===== config.mk =====
export PLATFORM = sky130hd
export DESIGN_NAME = sadc_conversion_control
export DESIGN_NICKNAME = d
export VERILOG_FILES = /design/src/rtl/sadc_pkg.sv /design/src/rtl/sadc_conversion_control.sv
export SDC_FILE = /design/constraint.sdc
export NUM_CORES = 1
export LEC_CHECK = 0
export BUFFER_PORTS_ARGS = -buffer_cell sky130_fd_sc_hd__buf_4
export CAP_MARGIN = 25
export CORE_ASPECT_RATIO = 0.75
export CORE_UTILIZATION = 45
export CTS_CLUSTER_DIAMETER = 60
export DETAILED_ROUTE_END_ITERATION = 8
export GPL_TIMING_DRIVEN = 0
export PLACE_DENSITY = 0.68
export SYNTH_ARGS = -nofsm -noshare
export SYNTH_HDL_FRONTEND = slang
export SYNTH_SLANG_ARGS = --single-unit

===== constraint.sdc =====
create_clock -name sys_clk -period 2.8 [get_ports sys_clk]
set_clock_uncertainty 0.15 [all_clocks]
set_input_delay 0 -clock sys_clk [delete_from_list [all_inputs] [get_ports sys_clk]]
set_output_delay 0 -clock sys_clk [all_outputs]
set_load 0.005 [all_outputs]

===== src/rtl/sadc_pkg.sv =====
// Package for the successive approximation converter control block.
// Holds register offsets, field positions, reset values and the conversion
// timing counts shared by the design and by the verification side.
package sadc_pkg;

    // Register offsets on the plain byte-wide register port.
    localparam logic [2:0] SADC_CTRL_A_OFS   = 3'h0;
    localparam logic [2:0] SADC_CTRL_B_OFS   = 3'h1;
    localparam logic [2:0] SADC_CHREF_OFS    = 3'h2;
    localparam logic [2:0] SADC_RES_LOW_OFS  = 3'h3;
    localparam logic [2:0] SADC_RES_HIGH_OFS = 3'h4;

    // Fields of converter_control_a.
    localparam int SADC_EN_BIT    = 7;
    localparam int SADC_START_BIT = 6;
    localparam int SADC_AUTO_BIT  = 5;
    localparam int SADC_FLAG_BIT  = 4;
    localparam int SADC_PS_LSB    = 0;
    localparam int SADC_PS_W      = 3;

    // Fields of converter_control_b and channel_reference_control.
    localparam int SADC_TSRC_LSB  = 0;
    localparam int SADC_TSRC_W    = 3;
    localparam int SADC_REF_LSB   = 6;
    localparam int SADC_REF_W     = 2;
    localparam int SADC_ALIGN_BIT = 5;
    localparam int SADC_CH_LSB    = 0;
    localparam int SADC_CH_W      = 4;

    // Reset values of the writable registers.
    localparam logic [7:0] SADC_CTRL_A_RST = 8'h00;
    localparam logic [7:0] SADC_CTRL_B_RST = 8'h00;
    localparam logic [7:0] SADC_CHREF_RST  = 8'h00;

    // Trigger source code that selects the completion flag (free running).
    localparam logic [2:0] SADC_TSRC_FLAG = 3'h0;

    // Conversion timing in half converter clock cycles from the start edge.
    localparam logic [5:0] SADC_NORM_SAMPLE  = 6'h03;  // 1.5 cycles
    localparam logic [5:0] SADC_NORM_DONE    = 6'h1a;  // 13 cycles
    localparam logic [5:0] SADC_FIRST_SAMPLE = 6'h1b;  // 13.5 cycles
    localparam logic [5:0] SADC_FIRST_DONE   = 6'h32;  // 25 cycles
    localparam logic [5:0] SADC_AUTO_SAMPLE  = 6'h04;  // 2 cycles
    localparam logic [5:0] SADC_AUTO_DONE    = 6'h1b;  // 13.5 cycles

    // CPU clock cycles spent synchronising a trigger edge.
    localparam int SADC_TRIG_SYNC = 3;

    typedef enum logic [1:0] {
        SADC_IDLE = 2'b00,
        SADC_WAIT = 2'b01,
        SADC_CONV = 2'b11
    } sadc_state_t;

endpackage : sadc_pkg


===== src/rtl/sadc_conversion_control.sv =====
// Conversion control for a 10-bit successive approximation converter.
// Assumes a byte-wide register port driven on sys_clk, trigger sources and
// the power reduction bit generated on sys_clk, and an analog array that
// presents its 10-bit result by the completion cycle.
//
// Behaviour
// - Ten-bit result in two bytes, right aligned unless left align is set.
// - Reading the low byte blocks result updates until the high byte read.
// - A completion while blocked leaves both bytes unchanged, result discarded.
// - Reading the high byte re-enables result updates.
// - Completion flag and pulse still occur when the result is discarded.
// - Channel and reference selections apply only while the converter is enabled.
// - Writing start begins a conversion; bit stays set until it finishes.
// - A channel change mid-conversion waits for the current conversion's end.
// - Auto-trigger rising edge resets the prescaler and starts a conversion.
// - Trigger held high or edges during conversion start nothing new.
// - Flags set regardless of enables; a flag trigger restarts with the flag still set.
// - Completion flag as trigger gives free running after a software start.
// - Start write launches a conversion with auto-trigger on; start reads busy.
// - Prescaler counts while enabled and is held reset while disabled.
// - Software start begins at the next converter clock rising edge.
// - Normal conversion lasts 13 converter cycles, the first one 25.
// - Sampling at 1.5 cycles normally, at 13.5 cycles for the first.
// - Completion writes result, sets flag, clears start in single mode.
// - Auto-triggered: sample at 2 cycles, 13.5 cycle conversion, 3 sync cycles.
// - Free running restarts at once after each completion, start stays set.
// - Selections track writes until start, lock, then resume in last cycle.
`timescale 1ns/1ns
`default_nettype none

module sadc_conversion_control
    import sadc_pkg::*;
#(
    parameter int NUM_TRIG = 8
) (
    // Clock and reset.
    input  wire logic                  sys_clk,
    input  wire logic                  rst_n,
    // Register port.
    input  wire logic [2:0]            regAddr,
    input  wire logic [7:0]            regWdata,
    input  wire logic                  regWr,
    input  wire logic                  regRd,
    output logic      [7:0]            regRdata,
    // Trigger sources and power reduction.
    input  wire logic [NUM_TRIG-1:0]   trigSources,
    input  wire logic                  pwrReduce,
    // Analog sample-and-hold and comparator array.
    input  wire logic [9:0]            anaResult,
    output logic                       anaEnable,
    output logic                       anaStart,
    output logic                       anaSample,
    output logic [3:0]                 anaChannel,
    output logic [1:0]                 anaReference,
    // Completion indication.
    output logic                       convDone,
    output logic                       completeFlag
);
    import sadc_pkg::*;

    // Software registers.
    logic                   enable_r;
    logic                   auto_r;
    logic [SADC_PS_W-1:0]   prescale_r;
    logic [SADC_TSRC_W-1:0] trigSrc_r;
    logic [SADC_CH_W-1:0]   channelSel_r;
    logic [SADC_REF_W-1:0]  referenceSel_r;
    logic                   leftAlign_r;
    logic                   flag_r;

    // Conversion state.
    sadc_state_t state_r;
    logic [7:0]  presCnt_r;
    logic [5:0]  halfCnt_r;
    logic        first_r;
    logic        autoConv_r;
    logic        lock_r;
    logic [9:0]  result_r;
    logic [2:0]  trigDly_r;
    logic        sampled_r;
    logic [3:0]  chanApplied_r;
    logic [1:0]  refApplied_r;
    logic [7:0]  rdata_r;

    logic       effEnable;
    logic [7:0] presLast;
    logic [7:0] presHalf;
    logic       convTick;
    logic       halfEvt;
    logic       startWr;
    logic       trigSel;
    logic       trigEdge;
    logic       trigStart;
    logic       freeRun;
    logic       busy;
    logic       lastPhase;
    logic [5:0] curSample;
    logic [5:0] curDone;
    logic       rdLow;
    logic       rdHigh;

    // The converter only runs when software has lifted power reduction.
    assign effEnable = enable_r & ~pwrReduce;
    assign anaEnable = effEnable;

    // Divide ratio is 2 << select, so the count runs 0 to ratio-1.
    assign presLast = 8'((9'h002 << prescale_r) - 9'h001);
    assign presHalf = 8'((9'h001 << prescale_r) - 9'h001);
    assign convTick = effEnable && (presCnt_r == presLast);
    assign halfEvt  = convTick || (effEnable && (presCnt_r == presHalf));

    assign startWr = regWr && (regAddr == SADC_CTRL_A_OFS) &&
                     regWdata[SADC_START_BIT];
    assign freeRun = auto_r && (trigSrc_r == SADC_TSRC_FLAG);
    assign busy    = (state_r != SADC_IDLE);

    // The completion flag source is handled by the restart path, not edges.
    assign trigSel  = (trigSrc_r == SADC_TSRC_FLAG) ? 1'b0 :
                      trigSources[trigSrc_r];
    assign trigEdge = trigDly_r[SADC_TRIG_SYNC-2] &
                      ~trigDly_r[SADC_TRIG_SYNC-1];
    // Edges while busy are dropped; a level still high gives no new edge.
    assign trigStart = effEnable && auto_r && trigEdge &&
                       (state_r == SADC_IDLE);

    assign curSample = first_r    ? SADC_FIRST_SAMPLE :
                       autoConv_r ? SADC_AUTO_SAMPLE : SADC_NORM_SAMPLE;
    assign curDone   = first_r    ? SADC_FIRST_DONE :
                       autoConv_r ? SADC_AUTO_DONE : SADC_NORM_DONE;
    assign lastPhase = (state_r == SADC_CONV) &&
                       (halfCnt_r >= curDone - 6'h02);

    assign convDone  = (state_r == SADC_CONV) && halfEvt &&
                       (halfCnt_r == curDone - 6'h01);
    assign anaSample = (state_r == SADC_CONV) && halfEvt && !sampled_r &&
                       (halfCnt_r == curSample - 6'h01);
    assign rdLow  = regRd && (regAddr == SADC_RES_LOW_OFS);
    assign rdHigh = regRd && (regAddr == SADC_RES_HIGH_OFS);

    assign anaChannel   = chanApplied_r;
    assign anaReference = refApplied_r;
    assign completeFlag = flag_r;
    assign regRdata     = rdata_r;

    // Software-written control fields.
    always_ff @(posedge sys_clk) begin
        if (!rst_n) begin
            enable_r       <= SADC_CTRL_A_RST[SADC_EN_BIT];
            auto_r         <= SADC_CTRL_A_RST[SADC_AUTO_BIT];
            prescale_r     <= SADC_CTRL_A_RST[SADC_PS_LSB +: SADC_PS_W];
            trigSrc_r      <= SADC_CTRL_B_RST[SADC_TSRC_LSB +: SADC_TSRC_W];
            channelSel_r   <= SADC_CHREF_RST[SADC_CH_LSB +: SADC_CH_W];
            referenceSel_r <= SADC_CHREF_RST[SADC_REF_LSB +: SADC_REF_W];
            leftAlign_r    <= SADC_CHREF_RST[SADC_ALIGN_BIT];
        end else if (regWr) begin
            if (regAddr == SADC_CTRL_A_OFS) begin
                enable_r   <= regWdata[SADC_EN_BIT];
                auto_r     <= regWdata[SADC_AUTO_BIT];
                prescale_r <= regWdata[SADC_PS_LSB +: SADC_PS_W];
            end else if (regAddr == SADC_CTRL_B_OFS) begin
                trigSrc_r <= regWdata[SADC_TSRC_LSB +: SADC_TSRC_W];
            end else if (regAddr == SADC_CHREF_OFS) begin
                channelSel_r   <= regWdata[SADC_CH_LSB +: SADC_CH_W];
                referenceSel_r <= regWdata[SADC_REF_LSB +: SADC_REF_W];
                leftAlign_r    <= regWdata[SADC_ALIGN_BIT];
            end
        end
    end

    // Completion flag: set always wins over a write-one clear.
    always_ff @(posedge sys_clk) begin
        if (!rst_n) begin
            flag_r <= SADC_CTRL_A_RST[SADC_FLAG_BIT];
        end else if (convDone) begin
            flag_r <= 1'b1;
        end else if (regWr && (regAddr == SADC_CTRL_A_OFS) &&
                     regWdata[SADC_FLAG_BIT]) begin
            flag_r <= 1'b0;
        end
    end

    // Prescaler, held in reset while disabled and restarted by a trigger.
    always_ff @(posedge sys_clk) begin
        if (!rst_n || !effEnable) begin
            presCnt_r <= 8'h00;
        end else if (trigStart) begin
            presCnt_r <= 8'h00;
        end else if (presCnt_r >= presLast) begin
            presCnt_r <= 8'h00;
        end else begin
            presCnt_r <= presCnt_r + 8'h01;
        end
    end

    // Trigger delay line, giving the three cycles of synchronisation.
    always_ff @(posedge sys_clk) begin
        if (!rst_n) begin
            trigDly_r <= 3'h0;
        end else begin
            trigDly_r <= {trigDly_r[1:0], trigSel};
        end
    end

    // Conversion sequencer.
    always_ff @(posedge sys_clk) begin
        if (!rst_n) begin
            state_r    <= SADC_IDLE;
            halfCnt_r  <= 6'h00;
            autoConv_r <= 1'b0;
            sampled_r  <= 1'b0;
            anaStart   <= 1'b0;
        end else begin
            anaStart <= 1'b0;
            case (state_r)
                SADC_IDLE: begin
                    if (trigStart) begin
                        state_r    <= SADC_CONV;
                        halfCnt_r  <= 6'h00;
                        autoConv_r <= 1'b1;
                        sampled_r  <= 1'b0;
                        anaStart   <= 1'b1;
                    end else if (startWr && regWdata[SADC_EN_BIT] &&
                                 !pwrReduce) begin
                        state_r <= SADC_WAIT;
                    end
                end
                SADC_WAIT: begin
                    if (!effEnable) begin
                        state_r <= SADC_IDLE;
                    end else if (convTick) begin
                        state_r    <= SADC_CONV;
                        halfCnt_r  <= 6'h00;
                        autoConv_r <= 1'b0;
                        sampled_r  <= 1'b0;
                        anaStart   <= 1'b1;
                    end
                end
                SADC_CONV: begin
                    if (!effEnable) begin
                        state_r <= SADC_IDLE;
                    end else if (convDone) begin
                        halfCnt_r  <= 6'h00;
                        autoConv_r <= 1'b0;
                        sampled_r  <= 1'b0;
                        if (freeRun) begin
                            anaStart <= 1'b1;
                        end else begin
                            state_r <= SADC_IDLE;
                        end
                    end else if (halfEvt) begin
                        halfCnt_r <= halfCnt_r + 6'h01;
                        if (anaSample) begin
                            sampled_r <= 1'b1;
                        end
                    end
                end
                default: begin
                    state_r <= SADC_IDLE;
                end
            endcase
        end
    end

    // The first conversion after enabling takes the long timing.
    always_ff @(posedge sys_clk) begin
        if (!rst_n || !effEnable) begin
            first_r <= 1'b1;
        end else if (convDone) begin
            first_r <= 1'b0;
        end
    end

    // Selections are applied only while enabled, when not converting or in the last cycle.
    always_ff @(posedge sys_clk) begin
        if (!rst_n) begin
            chanApplied_r <= SADC_CHREF_RST[SADC_CH_LSB +: SADC_CH_W];
            refApplied_r  <= SADC_CHREF_RST[SADC_REF_LSB +: SADC_REF_W];
        end else if (effEnable && (state_r != SADC_CONV || lastPhase)) begin
            chanApplied_r <= channelSel_r;
            refApplied_r  <= referenceSel_r;
        end
    end

    // Result lock between the low and the high byte read.
    always_ff @(posedge sys_clk) begin
        if (!rst_n) begin
            lock_r <= 1'b0;
        end else if (rdHigh) begin
            lock_r <= 1'b0;
        end else if (rdLow) begin
            lock_r <= 1'b1;
        end
    end

    // A completion while locked is lost, though the flag still sets.
    always_ff @(posedge sys_clk) begin
        if (!rst_n) begin
            result_r <= 10'h000;
        end else if (convDone && !lock_r) begin
            result_r <= anaResult;
        end
    end

    // Read data, one cycle after the read strobe; unmapped reads as zero.
    always_ff @(posedge sys_clk) begin
        if (!rst_n) begin
            rdata_r <= 8'h00;
        end else if (regRd) begin
            if (regAddr == SADC_CTRL_A_OFS) begin
                rdata_r <= {enable_r, busy, auto_r, flag_r, 1'b0,
                            prescale_r};
            end else if (regAddr == SADC_CTRL_B_OFS) begin
                rdata_r <= {5'h00, trigSrc_r};
            end else if (regAddr == SADC_CHREF_OFS) begin
                rdata_r <= {referenceSel_r, leftAlign_r, 1'b0, channelSel_r};
            end else if (regAddr == SADC_RES_LOW_OFS) begin
                rdata_r <= leftAlign_r ? {result_r[1:0], 6'h00} :
                                         result_r[7:0];
            end else if (regAddr == SADC_RES_HIGH_OFS) begin
                rdata_r <= leftAlign_r ? result_r[9:2] :
                                         {6'h00, result_r[9:8]};
            end else begin
                rdata_r <= 8'h00;
            end
        end else begin
            rdata_r <= 8'h00;
        end
    end
endmodule : sadc_conversion_control

`default_nettype wire


== Word-level counts from Yosys, hierarchy flattened ==
Index checks and enable logic that the tools add are counted.
Storage, ports and cells
  bits in read-only memories: 0
  bits in latches: 0
  bits in writable memories: 0
  logic and storage cells: 160
  memories kept: 0
  output and inout port bits: 19
  register bits: 64
  bits of input ports: 34
Cells by class
  add/sub/neg operators: 7
  $mul: 0
  bitwise operators: 8
  eq/ne operators: 22
  shift-type cells: 2
  multiplexer cells: 49
  reduce and logical (&&, ||, !) cells: 46
  magnitude comparators: 3
  divide/modulo/power cells: 0
Operators by type and width (count)
  $mux W8: 7
  $mux W6: 7
  $logic_and A1 B1 Y1: 20
  $mux W1: 20
  $pmux W6 S3: 1
  $eq A8 B8 Y1: 2
  $sub A8 B1 Y8 const B: 2
  $ne A3 B3 Y1 const B: 5
  $mux W2: 7
  $eq A6 B6 Y1: 2
  $ne A2 B2 Y1 const B: 6
  $reduce_and A6 Y1: 2
  $pmux W1 S3: 3
  $add A8 B1 Y8 const B: 1
  $ge A8 B8 Y1: 1
  $reduce_and A4 Y1: 2
  $shl A1 B3 Y8 const A: 1
  $shl A2 B3 Y8 const A: 1
  $reduce_and A7 Y1: 1
  $add A6 B1 Y6 const B: 1
  $eq A3 B2 Y1 const B: 2
  $ge A6 B6 Y1: 1
  $logic_not A3 Y1: 2
  $not A1 Y1: 6
  24 further kinds: 34

== Longest topological paths before layout ==
  depth after elaboration: 13
  depth in mapped cells: 11
  gate-level depth less buffers: 9

== Worst setup path before layout ==
OpenSTA, ideal clock, no wires.
  path type: flip-flop to flip-flop
  start point: register prescale_r[2]
  end point: register result_r[0]
  buffers on the path: 2
  required time: 2534 ps
  arrival: 2167 ps
  library setup time: 116 ps
  period minus slack after synthesis: 2433 ps
  cell stages (with the launch flop): 12
  slack: 367 ps
  cells stage by stage: dfxtp_1 > buf_6 > nor2_1 > ha_1 > nand4_2 > or3_4 > nor2_4 > a31oi_4 > nor4_2 > buf_4 > mux2i_1 > nor2b_1
On the way
  word-level cells in the longest chain between the ends: 8
  elaborated cells on any way between the ends: 12
  classes of those cells: add/sub (2); eq/ne (2); shift (2); reduce/logical (6)
RTL lines
  start, declared: RTL line sadc_conversion_control.sv:64  | logic [SADC_PS_W-1:0] prescale_r;
  start signal, assigned: RTL line sadc_conversion_control.sv:150  | prescale_r <= SADC_CTRL_A_RST[SADC_PS_LSB +: SADC_PS_W];
  start signal, assigned: RTL line sadc_conversion_control.sv:159  | prescale_r <= regWdata[SADC_PS_LSB +: SADC_PS_W];
  $shl A2 B3 Y8 or $shl A1 B3 Y8 (tied branches): RTL line sadc_conversion_control.sv:107, sadc_conversion_control.sv:108
  $sub A8 B1 Y8 (on tied branches): RTL line sadc_conversion_control.sv:107, sadc_conversion_control.sv:108
  $eq A8 B8 Y1 (on tied branches): RTL line sadc_conversion_control.sv:109, sadc_conversion_control.sv:110
  $logic_and A1 B1 Y1 (on tied branches): RTL line sadc_conversion_control.sv:109, sadc_conversion_control.sv:110
  $logic_or A1 B1 Y1 *: RTL line sadc_conversion_control.sv:110  | assign halfEvt = convTick || (effEnable && (presCnt_r == presHalf));
  $logic_and A1 B1 Y1 * (2 in a row): RTL line sadc_conversion_control.sv:133  | assign convDone = (state_r == SADC_CONV) && halfEvt &&
  $logic_and A1 B1 Y1 *: RTL line sadc_conversion_control.sv:299  | end else if (convDone && !lock_r) begin
  end signal, assigned: RTL line sadc_conversion_control.sv:300  | result_r <= anaResult;
  end, declared: RTL line sadc_conversion_control.sv:78  | logic [9:0] result_r;
Every way passes the cells marked *; elsewhere a longest branch is shown, timed or not.
A chain may end at the register's enable or synchronous reset.

== Worst setup path in the final report ==
  start point: register prescale_r[1]
  end point: register result_r[8]
The elaborated chain is that of the path after synthesis.

==> flow_summary.yaml <==
routing:
  detail-route-antenna-nets: 0
  firstDrtPassIters: 5
  drt-wirelength-per-cell_um: 15.53
  route.vias.total: 3060
  post_drt_via_cell_ratio: 5.331
  initialDrtViolationCount: 205
  drt-total-wl_um: 8914
  met2_wirelength_um: 3987
  maxUsedRoutingLayer: "met4"
  met3WireLength_um: 659
  route.layer.met1.wl_um: 4198
  drc: 0
synthesis:
  yosysSeqAreaShare: 0.3726
  postSynthAreaPerCell_sq_um: 9.169
  synthTopCellsByArea: "dfxtp_1 37%, mux2i_1 10%, nor2b_1 7.1%"
  synth-edff-count: 0
  post_synth_num_cell_types: 57
  postSynthCellCount: 375
  yosysWarnings: 0
  synth_most_common_cell: "dfxtp_1"
  yosys_register_bits: 64
  post_syn_area_sq_um: 3438
  yosys.area.top_type: "dfxtp_1"
  syn-num-nets: 421
  ys_top_cells_by_count: "64 x dfxtp_1, 39 x nor2_1, 39 x nor2b_1"
  async_flop_share: 0
  ys_dominant_reg_cell: "dfxtp_1"
  yosys.area.top_type_share: 0.3726
critical_path:
  worstSetupEndpointType: "flip-flop"
  crit_path_start_kind: "flip-flop"
  timing.critical_path.fanout_max: 10
  timing_worst_setup_path_type: "reg2reg"
  worstPathArrival_ps: 2840
  critical_path_required_ps: 2890
placement:
  cell_count_after_placement: 526
  portBuffers: 50
  hpwl_um: 6132
  gpl.final_weighted_congestion: 0.8926
  postPlaceCellArea_sq_um: 3940
  place_worst_setup_slack_ps: 43.14
timing:
  fin_setup_tns_ps: 0
  timing.final.crit_share: 0.9813
  finalSetupViolCount: 0
  fin_crit_ps: 2748
  drv_slew: 0
  worst_slew_margin_rel: 0.3464
  clock.fmax_ghz: 0.3640
  final-hold-violation-count: 0
  final.setup.worst_slack_ps: 52.44
  worst_pin_slew_ps: 974.5
  hold_slack_ps: 46.94
min_path:
  hold_path_class: "in2reg"
power:
  combPwrFrac: 0.089
  pwr-share-seq: 0.481
  total_switching_power_mw: 0.4714
  power.internal_mw: 1.446
  power.clock.fraction: 0.430
  power_per_cell_area_nw_per_um2: 424.1
  power.switching_fraction: 0.2459
  vdd_drop_max_v: 0.0002815
  cellLeakagePower_nw: 1.677
cts:
  cts.clk_slew.worst_paths_ps: 80
  cts_root_buf: "clkbuf_8"
  worstSkewPairLatency_ps: 340
  clock_tree.htree_level_count: 3
  count_of_clock_tree_sinks: 64
  clock_path_buffers: 2
  numCtsBuffers: 9
  tritoncts: "yes"
global_routing:
  grt_remaining_overflow: 0
  global_router_s_overall_resource_usage: 0.2283
  grt_start_max_net_pins: 13
  grt_pass1_vias: 2786
  grt_first_pass_wirelength_um: 13950
  initial_antenna_violation_count: 0
floorplanning:
  fp.dieArea_sq_um: 7998
  die_h_um: 77.70
  core.rowCount: 27
  die_width_um: 102.9
  core_sq_um: 7365
  start_util: 0.4669
  design.portCount: 53
final_layout:
  fillerInstances: 641
  layout.nets: 514
  flow.area_growth_from_synthesis_pct: 31.48
  antennaDiodeCount: 0
  fin_cells: 574
  layout.cell_area.non_filler_sq_um: 4521
  drive_above_1_share: 0.2304
run_status:
  result_of_the_run: "finished, final reports clean"
run:
  number_of_max_cap_violations: 0
-- power by group through the flow --
stage / Clock, mW / Combinational [mW] / Sequential (mW)
finish: 0.823 / 0.171 / 0.922
global route: 0.875 / 0.185 / 0.923
CTS: 0.838 / 0.162 / 0.923
detailed placement: 0 / 0.135 / 0.945
global placement: 0 / 0.134 / 0.944
floorplan: 0 / 0.0732 / 0.943
-- state kept, by name (all words and copies together), names as in the netlist, 2 cells and up --
| name | flops |
|---|---|
| anaChannel | 4 |
| anaReference | 2 |
| channelSel_r | 4 |
| halfCnt_r | 6 |
| presCnt_r | 8 |
| prescale_r | 3 |
| referenceSel_r | 2 |
| regRdata | 8 |
| result_r | 10 |
| state_r | 2 |
| trigDly_r | 3 |
| trigSrc_r | 3 |
-- through the flow --
step	util	power [mW]
2_1_floorplan	-	1.016
3_3_place_gp	0.5350	1.078
3_5_place_dp	0.5350	1.080
4_1_cts	0.5962	1.923
5_1_grt	0.6138	1.982
6_report	0.6138	1.917
-- placed cells by master (no fill, tap or decap), types with 6 or more instances in the layout --
cell           synthesis  final
clkbuf_1              13     13
buf_4                  3     58
nor2b_1               39     39
nand2_1               18     18
ha_1                  12     11
nand3_1               12     11
nor2_1                39     39
xnor2_1               10     10
mux2i_1               36     35
dlygate4sd3_1          0     24
nor3_1                 7      6
inv_1                 11     11
o21ai_0                9      8
dfxtp_1               64     62
clkbuf_8               0     10
a21oi_1               16     16
-- routing by layer --
layer  up-vias  track usage
li1       1511            -
met1      1416       0.3294
met2       123       0.3447
met3        10      0.04865
met4         0      0.05493
met5         -            0
-- critical path, stage by stage, from the launching register on --
cell and delay (ps):
dfxtp_4 350, buf_8 130, nor3_1 280, ha_1 200, nand4_2 90, or3_4 370
nor2_4 110, a31oi_4 60, nor4_4 420, buf_6 200, mux2i_2 210, nor2b_1 60
-- area by class of cell --
class	count	area (sq um)	share of cell area
plain buffers	20	118.9	0.02629
clock buffers	10	137.6	0.03045
clock inverters	6	67.56	0.01495
inverters	12	45.04	0.009964
multi-input cells	279	2057	0.4550
flip-flops and latches	64	1289	0.2851
well taps	101	126.4	0.02795
repair buffers	82	679.4	0.1503
-- repair_timing --
item | 4_1_cts | 5_1_grt
endpoints found under the hold margin | 45 | 0
hold buffers | 24 | 0
endpoints found under the setup margin | 1 | 12
resized for setup | 1 | 22
buffers inserted | 0 | 7
pin swaps | 0 | 4
cloned | 0 | 1
-- cells by family (layout without fill, tap and decap cells) --
family | Yosys count | in the layout | synth area share
AOI/OAI and AO/OA | 63 | 63 | 0.1365
xor gates and xnor gates | 15 | 15 | 0.03821
adders and majority gates | 12 | 12 | 0.04367
buffers and inverters | 32 | 130 | 0.04148
DFF | 64 | 64 | 0.3726
muxes | 40 | 40 | 0.1277
and+or+nand+nor | 149 | 149 | 0.2398
-- worst paths after layout --
kind,from,slack (ps),end,cells past startpoint
setup / recovery,prescale_r[1]$_SDFFE_PN0P_,50,result_r[8]$_SDFFE_PN0P_,11
hold / removal,trigSources[6],50,trigDly_r[0]$_SDFF_PP0_,5
setup reg to reg,prescale_r[1]$_SDFFE_PN0P_,50,result_r[8]$_SDFFE_PN0P_,11
hold reg to reg,trigDly_r[0]$_SDFF_PP0_,310,trigDly_r[1]$_SDFF_PN0_,1
No activity file was read; power rests on OpenSTA's default activity.
